**src/hdl/abc_defines.vh**
```
/*
 Constants for the atomic bit-clear decoder: instruction fields, opcode
 patterns and access width codes. Definitions only.
*/
`ifndef ABC_DEFINES_VH
`define ABC_DEFINES_VH
`define ABC_SIZE_HI      31
`define ABC_SIZE_LO      30
`define ABC_ACQ_BIT      23
`define ABC_REL_BIT      22
`define ABC_OPS_HI       20
`define ABC_OPS_LO       16
`define ABC_BASE_HI      9
`define ABC_BASE_LO      5
`define ABC_DEST_HI      4
`define ABC_DEST_LO      0
`define ABC_REG_ALL1     5'h1f
`define ABC_SIZE_BYTE    2'h0
`define ABC_SIZE_HALF    2'h1
`define ABC_SIZE_QUAD    2'h0
// Fixed bits outside A, R, register fields, and outside size for narrow forms only (mask / match)
`define ABC_NARROW_MASK  32'h3f20_fc00
`define ABC_NARROW_MATCH 32'h3820_1000
`define ABC_QUAD_MASK    32'hff20_fc00
`define ABC_QUAD_MATCH   32'h1920_1000
`define ABC_W_BYTE       2'h0
`define ABC_W_HALF       2'h1
`define ABC_W_QUAD       2'h2
`endif

```
**src/hdl/abc_decoder.v**
```verilog
/*
 Atomic bit-clear decoder and executor for byte, halfword and quadword forms.
 Assumes a register file with three read ports and two write ports, and a
 memory port that performs one indivisible read-modify-write per request
 with a valid/ready handshake and a one-cycle response strobe.
*/
// Functional notes
// - Byte form clears operand-byte bits in memory and returns the old byte.
// - Halfword form does the same on sixteen bits.
// - Quad form clears with a register-pair value and returns old 128 bits.
// - Quad form takes its pair from the destination field and bits 20:16.
// - Narrow forms acquire only when A is set and dest is not all ones.
// - Release applies whenever R is set.
// - Quad forms acquire whenever A is set.
// - With A and R clear the access has no ordering.
// - Bits 23 and 22 select one of four ordering variants per width.
// - Narrow forms are undefined without the large atomics feature.
// - Base 31 selects the stack pointer, checked for alignment.
// - Tag checking is marked only when the base is not 31.
// - Narrow results are zero-extended; dest 31 writes no register.
// - Operand is the low 8 or 16 bits of the operand register.
// - Little-endian puts low half in the first register; big swaps.
// - Quad form is undefined if either register field is all ones.
`timescale 1ns/1ps
`include "abc_defines.vh"

module abc_decoder
#(
	parameter LARGE_ATOMICS = 1,
	parameter QUAD_ATOMICS  = 1
)
(
	input  wire         core_clk,
	input  wire         sys_rst,
	input  wire         insn_valid,
	output wire         insn_ready,
	input  wire [31:0]  insn_word,
	input  wire         big_endian,
	input  wire         sp_align_check,
	output wire [4:0]   rf_rd_a_idx,
	output wire [4:0]   rf_rd_b_idx,
	output wire [4:0]   rf_rd_c_idx,
	input  wire [63:0]  rf_rd_a_data,
	input  wire [63:0]  rf_rd_b_data,
	input  wire [63:0]  rf_rd_c_data,
	input  wire [63:0]  sp_value,
	output wire         mem_req_valid,
	input  wire         mem_req_ready,
	output wire [63:0]  mem_addr,
	output wire [1:0]   mem_width,
	output wire [127:0] mem_clear_mask,
	output wire         mem_acquire,
	output wire         mem_release,
	output wire         mem_tag_check,
	input  wire         mem_rsp_valid,
	input  wire [127:0] mem_rsp_data,
	output wire         wb0_en,
	output wire [4:0]   wb0_idx,
	output wire [63:0]  wb0_data,
	output wire         wb1_en,
	output wire [4:0]   wb1_idx,
	output wire [63:0]  wb1_data,
	output wire         undef_insn,
	output wire         sp_align_fault,
	output wire         done
);

	localparam ST_IDLE = 3'h1;
	localparam ST_MEM  = 3'h2;
	localparam ST_WAIT = 3'h4;

	// Sequencer
	reg  [2:0]   state_reg;
	reg  [2:0]   state_next;

	// Request fields, held towards memory until accepted
	reg          req_valid_reg;
	reg          req_valid_next;
	reg  [63:0]  addr_reg;
	reg  [1:0]   width_reg;
	reg  [1:0]   width_next;
	reg  [127:0] mask_reg;
	reg  [127:0] mask_next;
	reg          acquire_reg;
	reg          acquire_next;
	reg          release_reg;
	reg          tag_check_reg;

	// Destinations kept for the response
	reg  [4:0]   dest_reg;
	reg  [4:0]   dest2_reg;

	// Write-back and status
	reg          wb0_en_reg;
	reg          wb0_en_next;
	reg  [4:0]   wb0_idx_reg;
	reg  [63:0]  wb0_data_reg;
	reg  [63:0]  wb0_data_next;
	reg          wb1_en_reg;
	reg  [4:0]   wb1_idx_reg;
	reg  [63:0]  wb1_data_reg;
	reg  [63:0]  wb1_data_next;
	reg          undef_reg;
	reg          sp_fault_reg;
	reg          done_reg;

	wire [4:0] dest_reg_field        = insn_word[`ABC_DEST_HI:`ABC_DEST_LO];
	wire [4:0] base_reg_field        = insn_word[`ABC_BASE_HI:`ABC_BASE_LO];
	// Same bits serve as operand field (narrow) and second dest (quad)
	wire [4:0] operand_reg_field     = insn_word[`ABC_OPS_HI:`ABC_OPS_LO];
	wire [4:0] second_dest_reg_field = insn_word[`ABC_OPS_HI:`ABC_OPS_LO];
	wire [1:0] size_f = insn_word[`ABC_SIZE_HI:`ABC_SIZE_LO];
	wire       acq_f  = insn_word[`ABC_ACQ_BIT];
	wire       rel_f  = insn_word[`ABC_REL_BIT];

	wire narrow_hit = (insn_word & `ABC_NARROW_MASK) == `ABC_NARROW_MATCH;
	wire is_byte = narrow_hit && size_f == `ABC_SIZE_BYTE;
	wire is_half = narrow_hit && size_f == `ABC_SIZE_HALF;
	wire is_quad = (insn_word & `ABC_QUAD_MASK) == `ABC_QUAD_MATCH;
	wire is_narrow = is_byte || is_half;

	// narrow forms need the large atomics feature
	wire narrow_undef = is_narrow && (LARGE_ATOMICS == 0);
	// quad register fields must not be all ones
	wire quad_undef = is_quad && (QUAD_ATOMICS == 0 ||
		dest_reg_field == `ABC_REG_ALL1 ||
		second_dest_reg_field == `ABC_REG_ALL1);
	wire any_undef = !is_narrow && !is_quad || narrow_undef || quad_undef;

	// base 31 is the stack pointer
	wire base_is_sp = base_reg_field == `ABC_REG_ALL1;
	wire [63:0] base_addr = base_is_sp ? sp_value : rf_rd_a_data;
	wire sp_misaligned = base_is_sp && sp_align_check &&
		(sp_value[3:0] != 4'h0);

	// pair comes from dest field and bits 20:16
	assign rf_rd_a_idx = base_reg_field;
	assign rf_rd_b_idx = is_quad ? dest_reg_field : operand_reg_field;
	assign rf_rd_c_idx = second_dest_reg_field;

	assign insn_ready = state_reg == ST_IDLE;
	wire take = insn_valid && insn_ready;
	// Only a legal instruction with no stack pointer alignment fault reaches memory
	wire start  = take && !any_undef && !sp_misaligned;
	wire accept = state_reg == ST_MEM && mem_req_ready;
	wire finish = state_reg == ST_WAIT && mem_rsp_valid;
	// Width is frozen at issue, so it tells the response apart
	wire quad_rsp = width_reg == `ABC_W_QUAD;

	always @*
	begin
		mask_next = 128'h0;
		// low 8 or 16 operand bits
		if (is_byte)
			mask_next[7:0] = rf_rd_b_data[7:0];
		else if (is_half)
			mask_next[15:0] = rf_rd_b_data[15:0];
		else if (big_endian)
			mask_next = {rf_rd_b_data, rf_rd_c_data};
		else
			mask_next = {rf_rd_c_data, rf_rd_b_data};
	end

	always @*
	begin
		state_next = state_reg;
		case (state_reg)
			ST_IDLE:
				if (take && !any_undef && !sp_misaligned)
					state_next = ST_MEM;
			ST_MEM:
				if (mem_req_ready)
					state_next = ST_WAIT;
			ST_WAIT:
				if (mem_rsp_valid)
					state_next = ST_IDLE;
			default:
				state_next = ST_IDLE;
		endcase
	end

	// access width from the decoded form
	always @*
	begin
		if (is_byte)
			width_next = `ABC_W_BYTE;
		else if (is_half)
			width_next = `ABC_W_HALF;
		else
			width_next = `ABC_W_QUAD;
	end

	always @*
	begin
		acquire_next = 1'h0;
		if (acq_f)
			acquire_next = is_quad || dest_reg_field != `ABC_REG_ALL1;
	end

	// Request stands until memory takes it
	always @*
	begin
		req_valid_next = req_valid_reg;
		if (accept)
			req_valid_next = 1'h0;
		if (start)
			req_valid_next = 1'h1;
	end

	// Old data is kept between responses; only the enables pulse
	always @*
	begin
		wb0_en_next   = 1'h0;
		wb0_data_next = wb0_data_reg;
		wb1_data_next = wb1_data_reg;
		if (finish && quad_rsp)
		begin
			// endian selects which half goes where
			wb0_en_next = 1'h1;
			if (big_endian)
			begin
				wb0_data_next = mem_rsp_data[127:64];
				wb1_data_next = mem_rsp_data[63:0];
			end
			else
			begin
				wb0_data_next = mem_rsp_data[63:0];
				wb1_data_next = mem_rsp_data[127:64];
			end
		end
		else if (finish)
		begin
			// zero-extend; no write to register 31
			wb0_en_next = dest_reg != `ABC_REG_ALL1;
			if (width_reg == `ABC_W_BYTE)
				wb0_data_next = {56'h0, mem_rsp_data[7:0]};
			else
				wb0_data_next = {48'h0, mem_rsp_data[15:0]};
		end
	end

	always @(posedge core_clk)
	begin
		if (sys_rst)
		begin
			state_reg     <= ST_IDLE;
			req_valid_reg <= 1'h0;
			addr_reg      <= 64'h0;
			width_reg     <= `ABC_W_BYTE;
			mask_reg      <= 128'h0;
			acquire_reg   <= 1'h0;
			release_reg   <= 1'h0;
			tag_check_reg <= 1'h0;
			dest_reg      <= 5'h0;
			dest2_reg     <= 5'h0;
			wb0_en_reg    <= 1'h0;
			wb0_idx_reg   <= 5'h0;
			wb0_data_reg  <= 64'h0;
			wb1_en_reg    <= 1'h0;
			wb1_idx_reg   <= 5'h0;
			wb1_data_reg  <= 64'h0;
			undef_reg     <= 1'h0;
			sp_fault_reg  <= 1'h0;
			done_reg      <= 1'h0;
		end
		else
		begin
			state_reg     <= state_next;
			req_valid_reg <= req_valid_next;
			wb0_en_reg    <= wb0_en_next;
			wb0_data_reg  <= wb0_data_next;
			wb1_en_reg    <= finish && quad_rsp;
			wb1_data_reg  <= wb1_data_next;
			undef_reg     <= take && any_undef;
			sp_fault_reg  <= take && !any_undef && sp_misaligned;
			done_reg      <= finish;
			if (start)
			begin
				addr_reg      <= base_addr;
				width_reg     <= width_next;
				// Memory applies old & ~mask
				mask_reg      <= mask_next;
				acquire_reg   <= acquire_next;
				release_reg   <= rel_f;
				tag_check_reg <= !base_is_sp;
				dest_reg      <= dest_reg_field;
				dest2_reg     <= second_dest_reg_field;
			end
			if (finish)
				wb0_idx_reg <= dest_reg;
			if (finish && quad_rsp)
				wb1_idx_reg <= dest2_reg;
		end
	end

	assign mem_req_valid  = req_valid_reg;
	assign mem_addr       = addr_reg;
	assign mem_width      = width_reg;
	assign mem_clear_mask = mask_reg;
	assign mem_acquire    = acquire_reg;
	assign mem_release    = release_reg;
	assign mem_tag_check  = tag_check_reg;
	assign wb0_en         = wb0_en_reg;
	assign wb0_idx        = wb0_idx_reg;
	assign wb0_data       = wb0_data_reg;
	assign wb1_en         = wb1_en_reg;
	assign wb1_idx        = wb1_idx_reg;
	assign wb1_data       = wb1_data_reg;
	assign undef_insn     = undef_reg;
	assign sp_align_fault = sp_fault_reg;
	assign done           = done_reg;

endmodule

```
**config.mk**
```make
export PLATFORM = sky130hd
export DESIGN_NAME = abc_decoder
export DESIGN_NICKNAME = d
export VERILOG_FILES = /design/src/hdl/abc_decoder.v
export VERILOG_INCLUDE_DIRS = /design/src /design/src/hdl
export SDC_FILE = /design/constraint.sdc
export NUM_CORES = 1
export LEC_CHECK = 0
export ABC_AREA = 1
export BUFFER_PORTS_ARGS = -buffer_cell sky130_fd_sc_hd__clkbuf_2
export CAP_MARGIN = 20
export CORE_AREA = 2 2 303 305
export CTS_CLUSTER_DIAMETER = 30
export CTS_CLUSTER_SIZE = 28
export DETAILED_ROUTE_END_ITERATION = 8
export DIE_AREA = 0 0 305 307
export GPL_ROUTABILITY_DRIVEN = 0
export PLACE_DENSITY = 0.34
export SLEW_MARGIN = 20
export SYNTH_ARGS = -nofsm -noshare
export SYNTH_HDL_FRONTEND = slang
export SYNTH_SLANG_ARGS = --single-unit
```
**constraint.sdc**
```tcl
create_clock -name core_clk -period 2 [get_ports core_clk]
set_input_delay 0.3 -clock core_clk [delete_from_list [all_inputs] [get_ports core_clk]]
set_output_delay 0.3 -clock core_clk [all_outputs]
set_load 0.03 [all_outputs]
```
==> flow_metrics.tcl, run 1 <==
set metrics [dict create \
    syn-num-nets 2746 \
    first_global_vias 21200 \
    avgSynthCellArea_sq_um 7.06 \
    yosys_warnings 0 \
    row_count 111 \
    yosysMostFrequentCell "nand2_1" \
    cts-root-buf "clkbuf_16" \
    wirelength_um 88800 \
    use_met1_pct 20.5 \
    leakage_nw 14.0 \
    synth_top_cell_by_area "dfxtp_1" \
    slowest_delay_ns 0.57 \
    htree_levels 3 \
    fmax_mhz 521 \
    power_density_nw_per_um2 912 \
    via_per_inst 4.26 \
    hold_path.class "in -> reg" \
    synth_async_sr_flop_share_pct 0 \
    cts.sinks 354 \
    worst_setup_path_start_kind "input pin" \
    drc 0 \
    synthCells 2323 \
    fp.dieH_um 307 \
    finish.instance_area_sq_um 30500 \
    netSwitchingFraction_pct 24.0 \
    synth_seq_cells 354 \
    clockBufferDepth 3 \
    ir_drop_uv 740 \
    initial_core_util_pct 18.1 \
    rsz0062_at_grt "true" \
    antenna_found_initial 12 \
    use_met2_pct 31.0 \
    worstPathArrival_ns 1.62 \
    combPwrFrac_pct 8.4 \
    grt_pass1_wl_um 131000 \
    path_class "in -> out" \
    drtIter0Drc 957 \
    p_total_mw 27.8 \
    finalCriticalPeriod_ns 1.92 \
    status "finished, final reports clean" \
    coreArea_sq_um 90700 \
    synthTopCellsByCount "nand2_1 (512), dfxtp_1 (354), nor2_1 (306), a21oi_1 (241), o21ai_0 (164)" \
    p_clk_share_pct 66.1 \
    drv_slew 0 \
    synth_cell_types 30 \
    area_growth_pct 86.2 \
    crit_path_end_kind "output pin" \
    die_w_um 305 \
    crit_top_cell "clkbuf_2" \
    crit_chain "dlygate4sd3_1 > clkbuf_2 > buf_4 > mux2_2 > clkbuf_2" \
    ant_nets 0 \
    ys_seq_area_share_pct 43.2 \
    largest_reg_flops 128 \
    max-cap-violations 0 \
    place_inst 4176 \
    worstPathMaxFanout 3 \
    synth_top_area_share_pct 43.2 \
    finClkSkew_ns 0.0424 \
    synth.cell_area_sq_um 16400 \
    drive_above_1_share_pct 31.1 \
    place_hpwl_um 63800 \
    worst_slew_pin_slew_ns 0.609 \
    final_nets 3963 \
    grt-busiest-layer "met2" \
    setup_violations 0 \
    synthFlopType "dfxtp_1" \
    grt-ovfl-total 0 \
    first_pass_iters 5 \
    critPathRequiredTime_ns 1.70 \
    timing.final.crit_share_pct 96.0 \
    switching_power_mw 6.68 \
    ioPinCount 780 \
    hold_viol_final 0 \
    p_int_mw 21.2 \
    fp.dieArea_sq_um 93600 \
    grt_util_all_layers_pct 18.2 \
    fin_cells 4841 \
    cts_buffers 121 \
    wire_per_inst_um 18.4 \
    placed_area_sq_um 22000 \
    slew_headroom_pct 59.4 \
    worstSkewPairLatency_ns 0.70 \
    grtUsageMet3_pct 5.67 \
    critPathSlowestCell "dlygate4sd3_1" \
    seq_power_share_pct 25.5 \
    synth_edf_count 0 \
    via_count 20600 \
    grt_start_max_net_pins 107 \
    synth.area.top_cells "dfxtp_1 (43%), nand2_1 (12%), a21oi_1 (7.4%)" \
    numPortBuffers 779 \
    cts_tree "built" \
    clkTransAtPathRegs_ns 0.04 \
]
-- cells in the final DEF, fill, tap and decap left out, types with 3 or more instances in the layout --
master,instances
nand4_1,115
nor2_1,305
buf_16,3
mux2i_1,48
clkbuf_8,44
dlygate4sd3_1,421
nand2_4,3
o21ai_1,68
clkbuf_1,29
a21oi_1,241
nand3_1,81
inv_1,89
o211ai_1,7
clkinv_2,29
clkbuf_2,775
a31oi_1,72
buf_4,66
o21ai_2,20
dfxtp_1,354
mux2_2,5
nand2_1,511
buf_6,3
diode_2,8
o21ai_0,164
buf_12,33
clkbuf_16,123
inv_2,5
clkinv_16,6
nor2_4,5
-- path summary, 6_finish.rpt --
check,start,endpoint,slack [ns],cells after the start
max reg2reg,state_reg[2],wb1_data[15],0.13,8
min,rf_rd_b_data[14],mem_clear_mask[14],0.05,5
min reg2reg,mem_clear_mask[35],mem_clear_mask[35],0.46,2
max,insn_word[18],rf_rd_b_idx[2],0.08,5
-- logic make-up (layout without fill, tap and decap cells) --
logic type | count (synthesis) | after routing | share of synthesized area (%)
other | 0 | 8 | 0
multiplexers | 53 | 53 | 3.27
AND/OR/NAND/NOR | 1032 | 1032 | 26.5
buffers and inverters | 310 | 1634 | 8.36
AO/OA/AOI/OAI | 574 | 574 | 18.7
flip-flops | 354 | 354 | 43.2
-- layout make-up --
| type | count | area [sq um] |
|---|---|---|
| Clock inverter | 37 | 397 |
| Fill cell | 9891 | 60200 |
| Timing Repair Buffer | 1307 | 9460 |
| Sequential cell | 354 | 7090 |
| Tap cell | 1186 | 1480 |
| Inverter | 97 | 375 |
| Multi-Input combinational cell | 1659 | 7980 |
| Clock buffer | 193 | 3730 |
| Antenna cell | 8 | 20.0 |
-- critical path: cells and delay by family --
kind | cells | cell delay [ns]
multiplexers | 1 | 0.27
buffers and inverters | 4 | 1.05
-- power groups by stage --
stage          sequential, mW  combinational (mW)  clock [mW]
2_1_floorplan            7.21               0.752           0
3_3_place_gp             7.21                1.62           0
3_5_place_dp             7.21                1.61           0
4_1_cts                  7.09                2.34        18.8
5_1_grt                  7.08                2.57        19.2
6_report                 7.09                2.34        18.4
-- through the flow --
stage          setup slack (ns)  setup TNS [ns]  hold WS, ns  utilization, %
2_1_floorplan             0.273               0        0.435               -
3_5_place_dp            -0.0338          -0.977        0.456            24.3
3_3_place_gp            -0.0174         -0.0678        0.454            24.3
5_1_grt                -0.00605        -0.00605       0.0314            33.7
6_report                 0.0810               0       0.0459            33.7
4_1_cts                  0.0186               0     0.000484            33.5
-- timing repair --
action	CTS	global route
hold endpoints to repair	311	0
setup endpoints to repair	1	76
hold buffers	421	0
resized for setup	2	10
buffers inserted	1	3
pin swaps	1	2
gates cloned	0	2
-- metal layers --
metal	routed length, um	vias to the layer above
met5	60	-
met4	3460	10
met3	6350	177
met2	43000	672
met1	36000	9444
li1	-	10300
Power figures use the tool's default switching activity.
==> run 2, diff against run 1 <==
==> constraint.sdc (replaced) <==
create_clock -name core_clk -period 1.9 [get_ports core_clk]
set_input_delay 0.285 -clock core_clk [delete_from_list [all_inputs] [get_ports core_clk]]
set_output_delay 0.285 -clock core_clk [all_outputs]
set_load 0.03 [all_outputs]
==> flow_metrics.tcl, run 2 (synthesis gave the netlist of run 1 again) <==
set metrics [dict create \
    initial_core_util_pct 18.1 \
    numPortBuffers 779 \
    ff2ff_path_depth 7 \
    clockBufferDepth 3 \
    ioPinCount 780 \
    htree_levels 3 \
    grt_util_all_layers_pct 17.9 \
    fp.dieArea_sq_um 93600 \
    holdPathStages 5 \
    worstSkewPairLatency_ns 0.69 \
    rsz0062_at_grt "false" \
    first_global_vias 20700 \
    grt_start_max_net_pins 116 \
    hold_path.class "in -> reg" \
    coreArea_sq_um 90700 \
    setup_violations 0 \
    worst-r2r-setup-slack_ns 0.18 \
    hold_viol_final 0 \
    fmax_mhz 536 \
    hold_ws_ns 0.0480 \
    cts_tree "built" \
    rr_endpoint "mem_clear_mask[78]" \
    first_pass_iters 7 \
    hold_path.startpoint "rf_rd_b_data[14]" \
    drc 0 \
    worstPathArrival_ns 1.58 \
    critical_path_buf_inv_count 4 \
    drtIter0Drc 961 \
    finalCriticalPeriod_ns 1.87 \
    fin_setup_tns_ns 0 \
    place_hpwl_um 63300 \
    fin_ws_ns 0.0332 \
    cpLargestDelayFamily "buffers and inverters" \
    antenna_found_initial 8 \
    ant_nets 0 \
    r2r-start "state_reg[2]" \
    power_density_nw_per_um2 951 \
    clkTransAtPathRegs_ns 0.04 \
    drive_above_1_share_pct 31.0 \
    layout_common_cells "clkbuf_2 (773), nand2_1 (510), dlygate4sd3_1 (425)" \
    fp.dieH_um 307 \
    via_per_inst 4.27 \
    placed_area_sq_um 22100 \
    leakage_nw 14.0 \
    area_growth_pct 85.5 \
    cts_buffers 119 \
    cts.sinks 354 \
    drv_slew 0 \
    cts-root-buf "clkbuf_16" \
    final_nets 3971 \
    ir_drop_uv 689 \
    max-cap-violations 0 \
    finish.instance_area_sq_um 30400 \
    worstPathMaxFanout 3 \
    critPathRequiredTime_ns 1.62 \
    finClkSkew_ns 0.0223 \
    wirelength_um 87200 \
    die_w_um 305 \
    grt-ovfl-total 0 \
    crit_chain "dlygate4sd3_1 > clkbuf_2 > buf_4 > mux2_2 > buf_2" \
    worst_setup_path_start_kind "input pin" \
    grt_pass1_wl_um 129000 \
    worst_slew_pin_slew_ns 0.644 \
    largest_reg_flops 128 \
    crit_path_end_kind "output pin" \
    timing.final.crit_share_pct 98.3 \
    via_count 20600 \
    slowest_delay_ns 0.57 \
    layout_commonest_cell "clkbuf_2" \
    n_fill_cell 9900 \
    critPathSlowestCell "dlygate4sd3_1" \
    dp_slack_ns -0.115 \
    slew_headroom_pct 57.0 \
    wire_per_inst_um 18.1 \
    row_count 111 \
    status "finished, final reports clean" \
    path_class "in -> out" \
    holdPathEnd "mem_clear_mask[14]" \
]
run 2: cell count changes in the layout (fill, tap and decap cells not counted), moves of 3 or more:
cell | before | now
clkbuf_8 | 44 | 22
bufinv_16 | 2 | 9
buf_4 | 66 | 72
diode_2 | 8 | 3
dlygate4sd3_1 | 421 | 425
clkinv_16 | 6 | 3
dfxtp_1 | 354 | 351
dfxtp_2 | 0 | 3
run 2: cell type report:
class | count | area (sq um) | area share [%]
Timing Repair Buffer | 1317 | 9530 | 31.3
Clock inverter | 41 | 536 | 1.76
Inverter | 97 | 375 | 1.23
Tap cell | 1186 | 1480 | 4.88
Clock buffer | 173 | 3420 | 11.2
Multi-Input combinational cell | 1659 | 7990 | 26.2
Sequential cell | 354 | 7090 | 23.3
Antenna cell | 3 | 7.51 | 0.0247
run 2: stage by stage:
stage          util [%]  total power [mW]  std cells
4_1_cts            33.4              29.4       4823
3_3_place_gp       24.3              9.30       4183
5_1_grt            33.6              30.1       4830
6_report           33.6              28.9       4830
2_1_floorplan         -              8.38       2323
3_5_place_dp       24.3              9.29       4183
run 2: worst register-to-register path, stage by stage, from the launching register on:
cell and delay, ns:
dfxtp_2 0.33, nor3_4 0.22, nand2_2 0.12, nor2_4 0.20, buf_6 0.23, buf_12 0.26, nand4_1 0.15, a21oi_1 0.14
run 2: worst max path at each step:
stage	start	end	cells after the start
after floorplan	state_reg[1]	mem_clear_mask[4]	8
after detailed placement	insn_word[16]	mem_clear_mask[13]	10
after global placement	insn_word[16]	mem_clear_mask[13]	10
after global routing	insn_word[12]	rf_rd_b_idx[3]	9
final	insn_word[18]	rf_rd_b_idx[2]	5
after CTS	state_reg[1]	insn_ready	3
run 2: where the power goes:
group	internal (mW)	switching, mW	total (mW)
Clock	13.4	5.55	19.0
Sequential	7.47	0.000398	7.47
Combinational	1.30	1.17	2.47
Total	22.2	6.72	28.9
run 2: routing by layer:
layer / GRT usage [%] / wire, um / part of all wire [%] / up-vias
met2: 30.4 / 42200 / 48 / 647
met5: 0 / 48 / 0.055 / -
met1: 20.5 / 35700 / 41 / 9505
met4: 8.16 / 3300 / 3.8 / 8
met3: 5.38 / 6030 / 6.9 / 167
li1: - / - / - / 10300
run 2: timing repair:
item | 4_1_cts | 5_1_grt
hold endpoints to repair | 321 | 0
cloned | 0 | 1
endpoints found under the setup margin | 3 | 175
pin swaps | 1 | 1
gates resized for setup | 4 | 16
buffers inserted | 1 | 3
hold buffers | 425 | 0
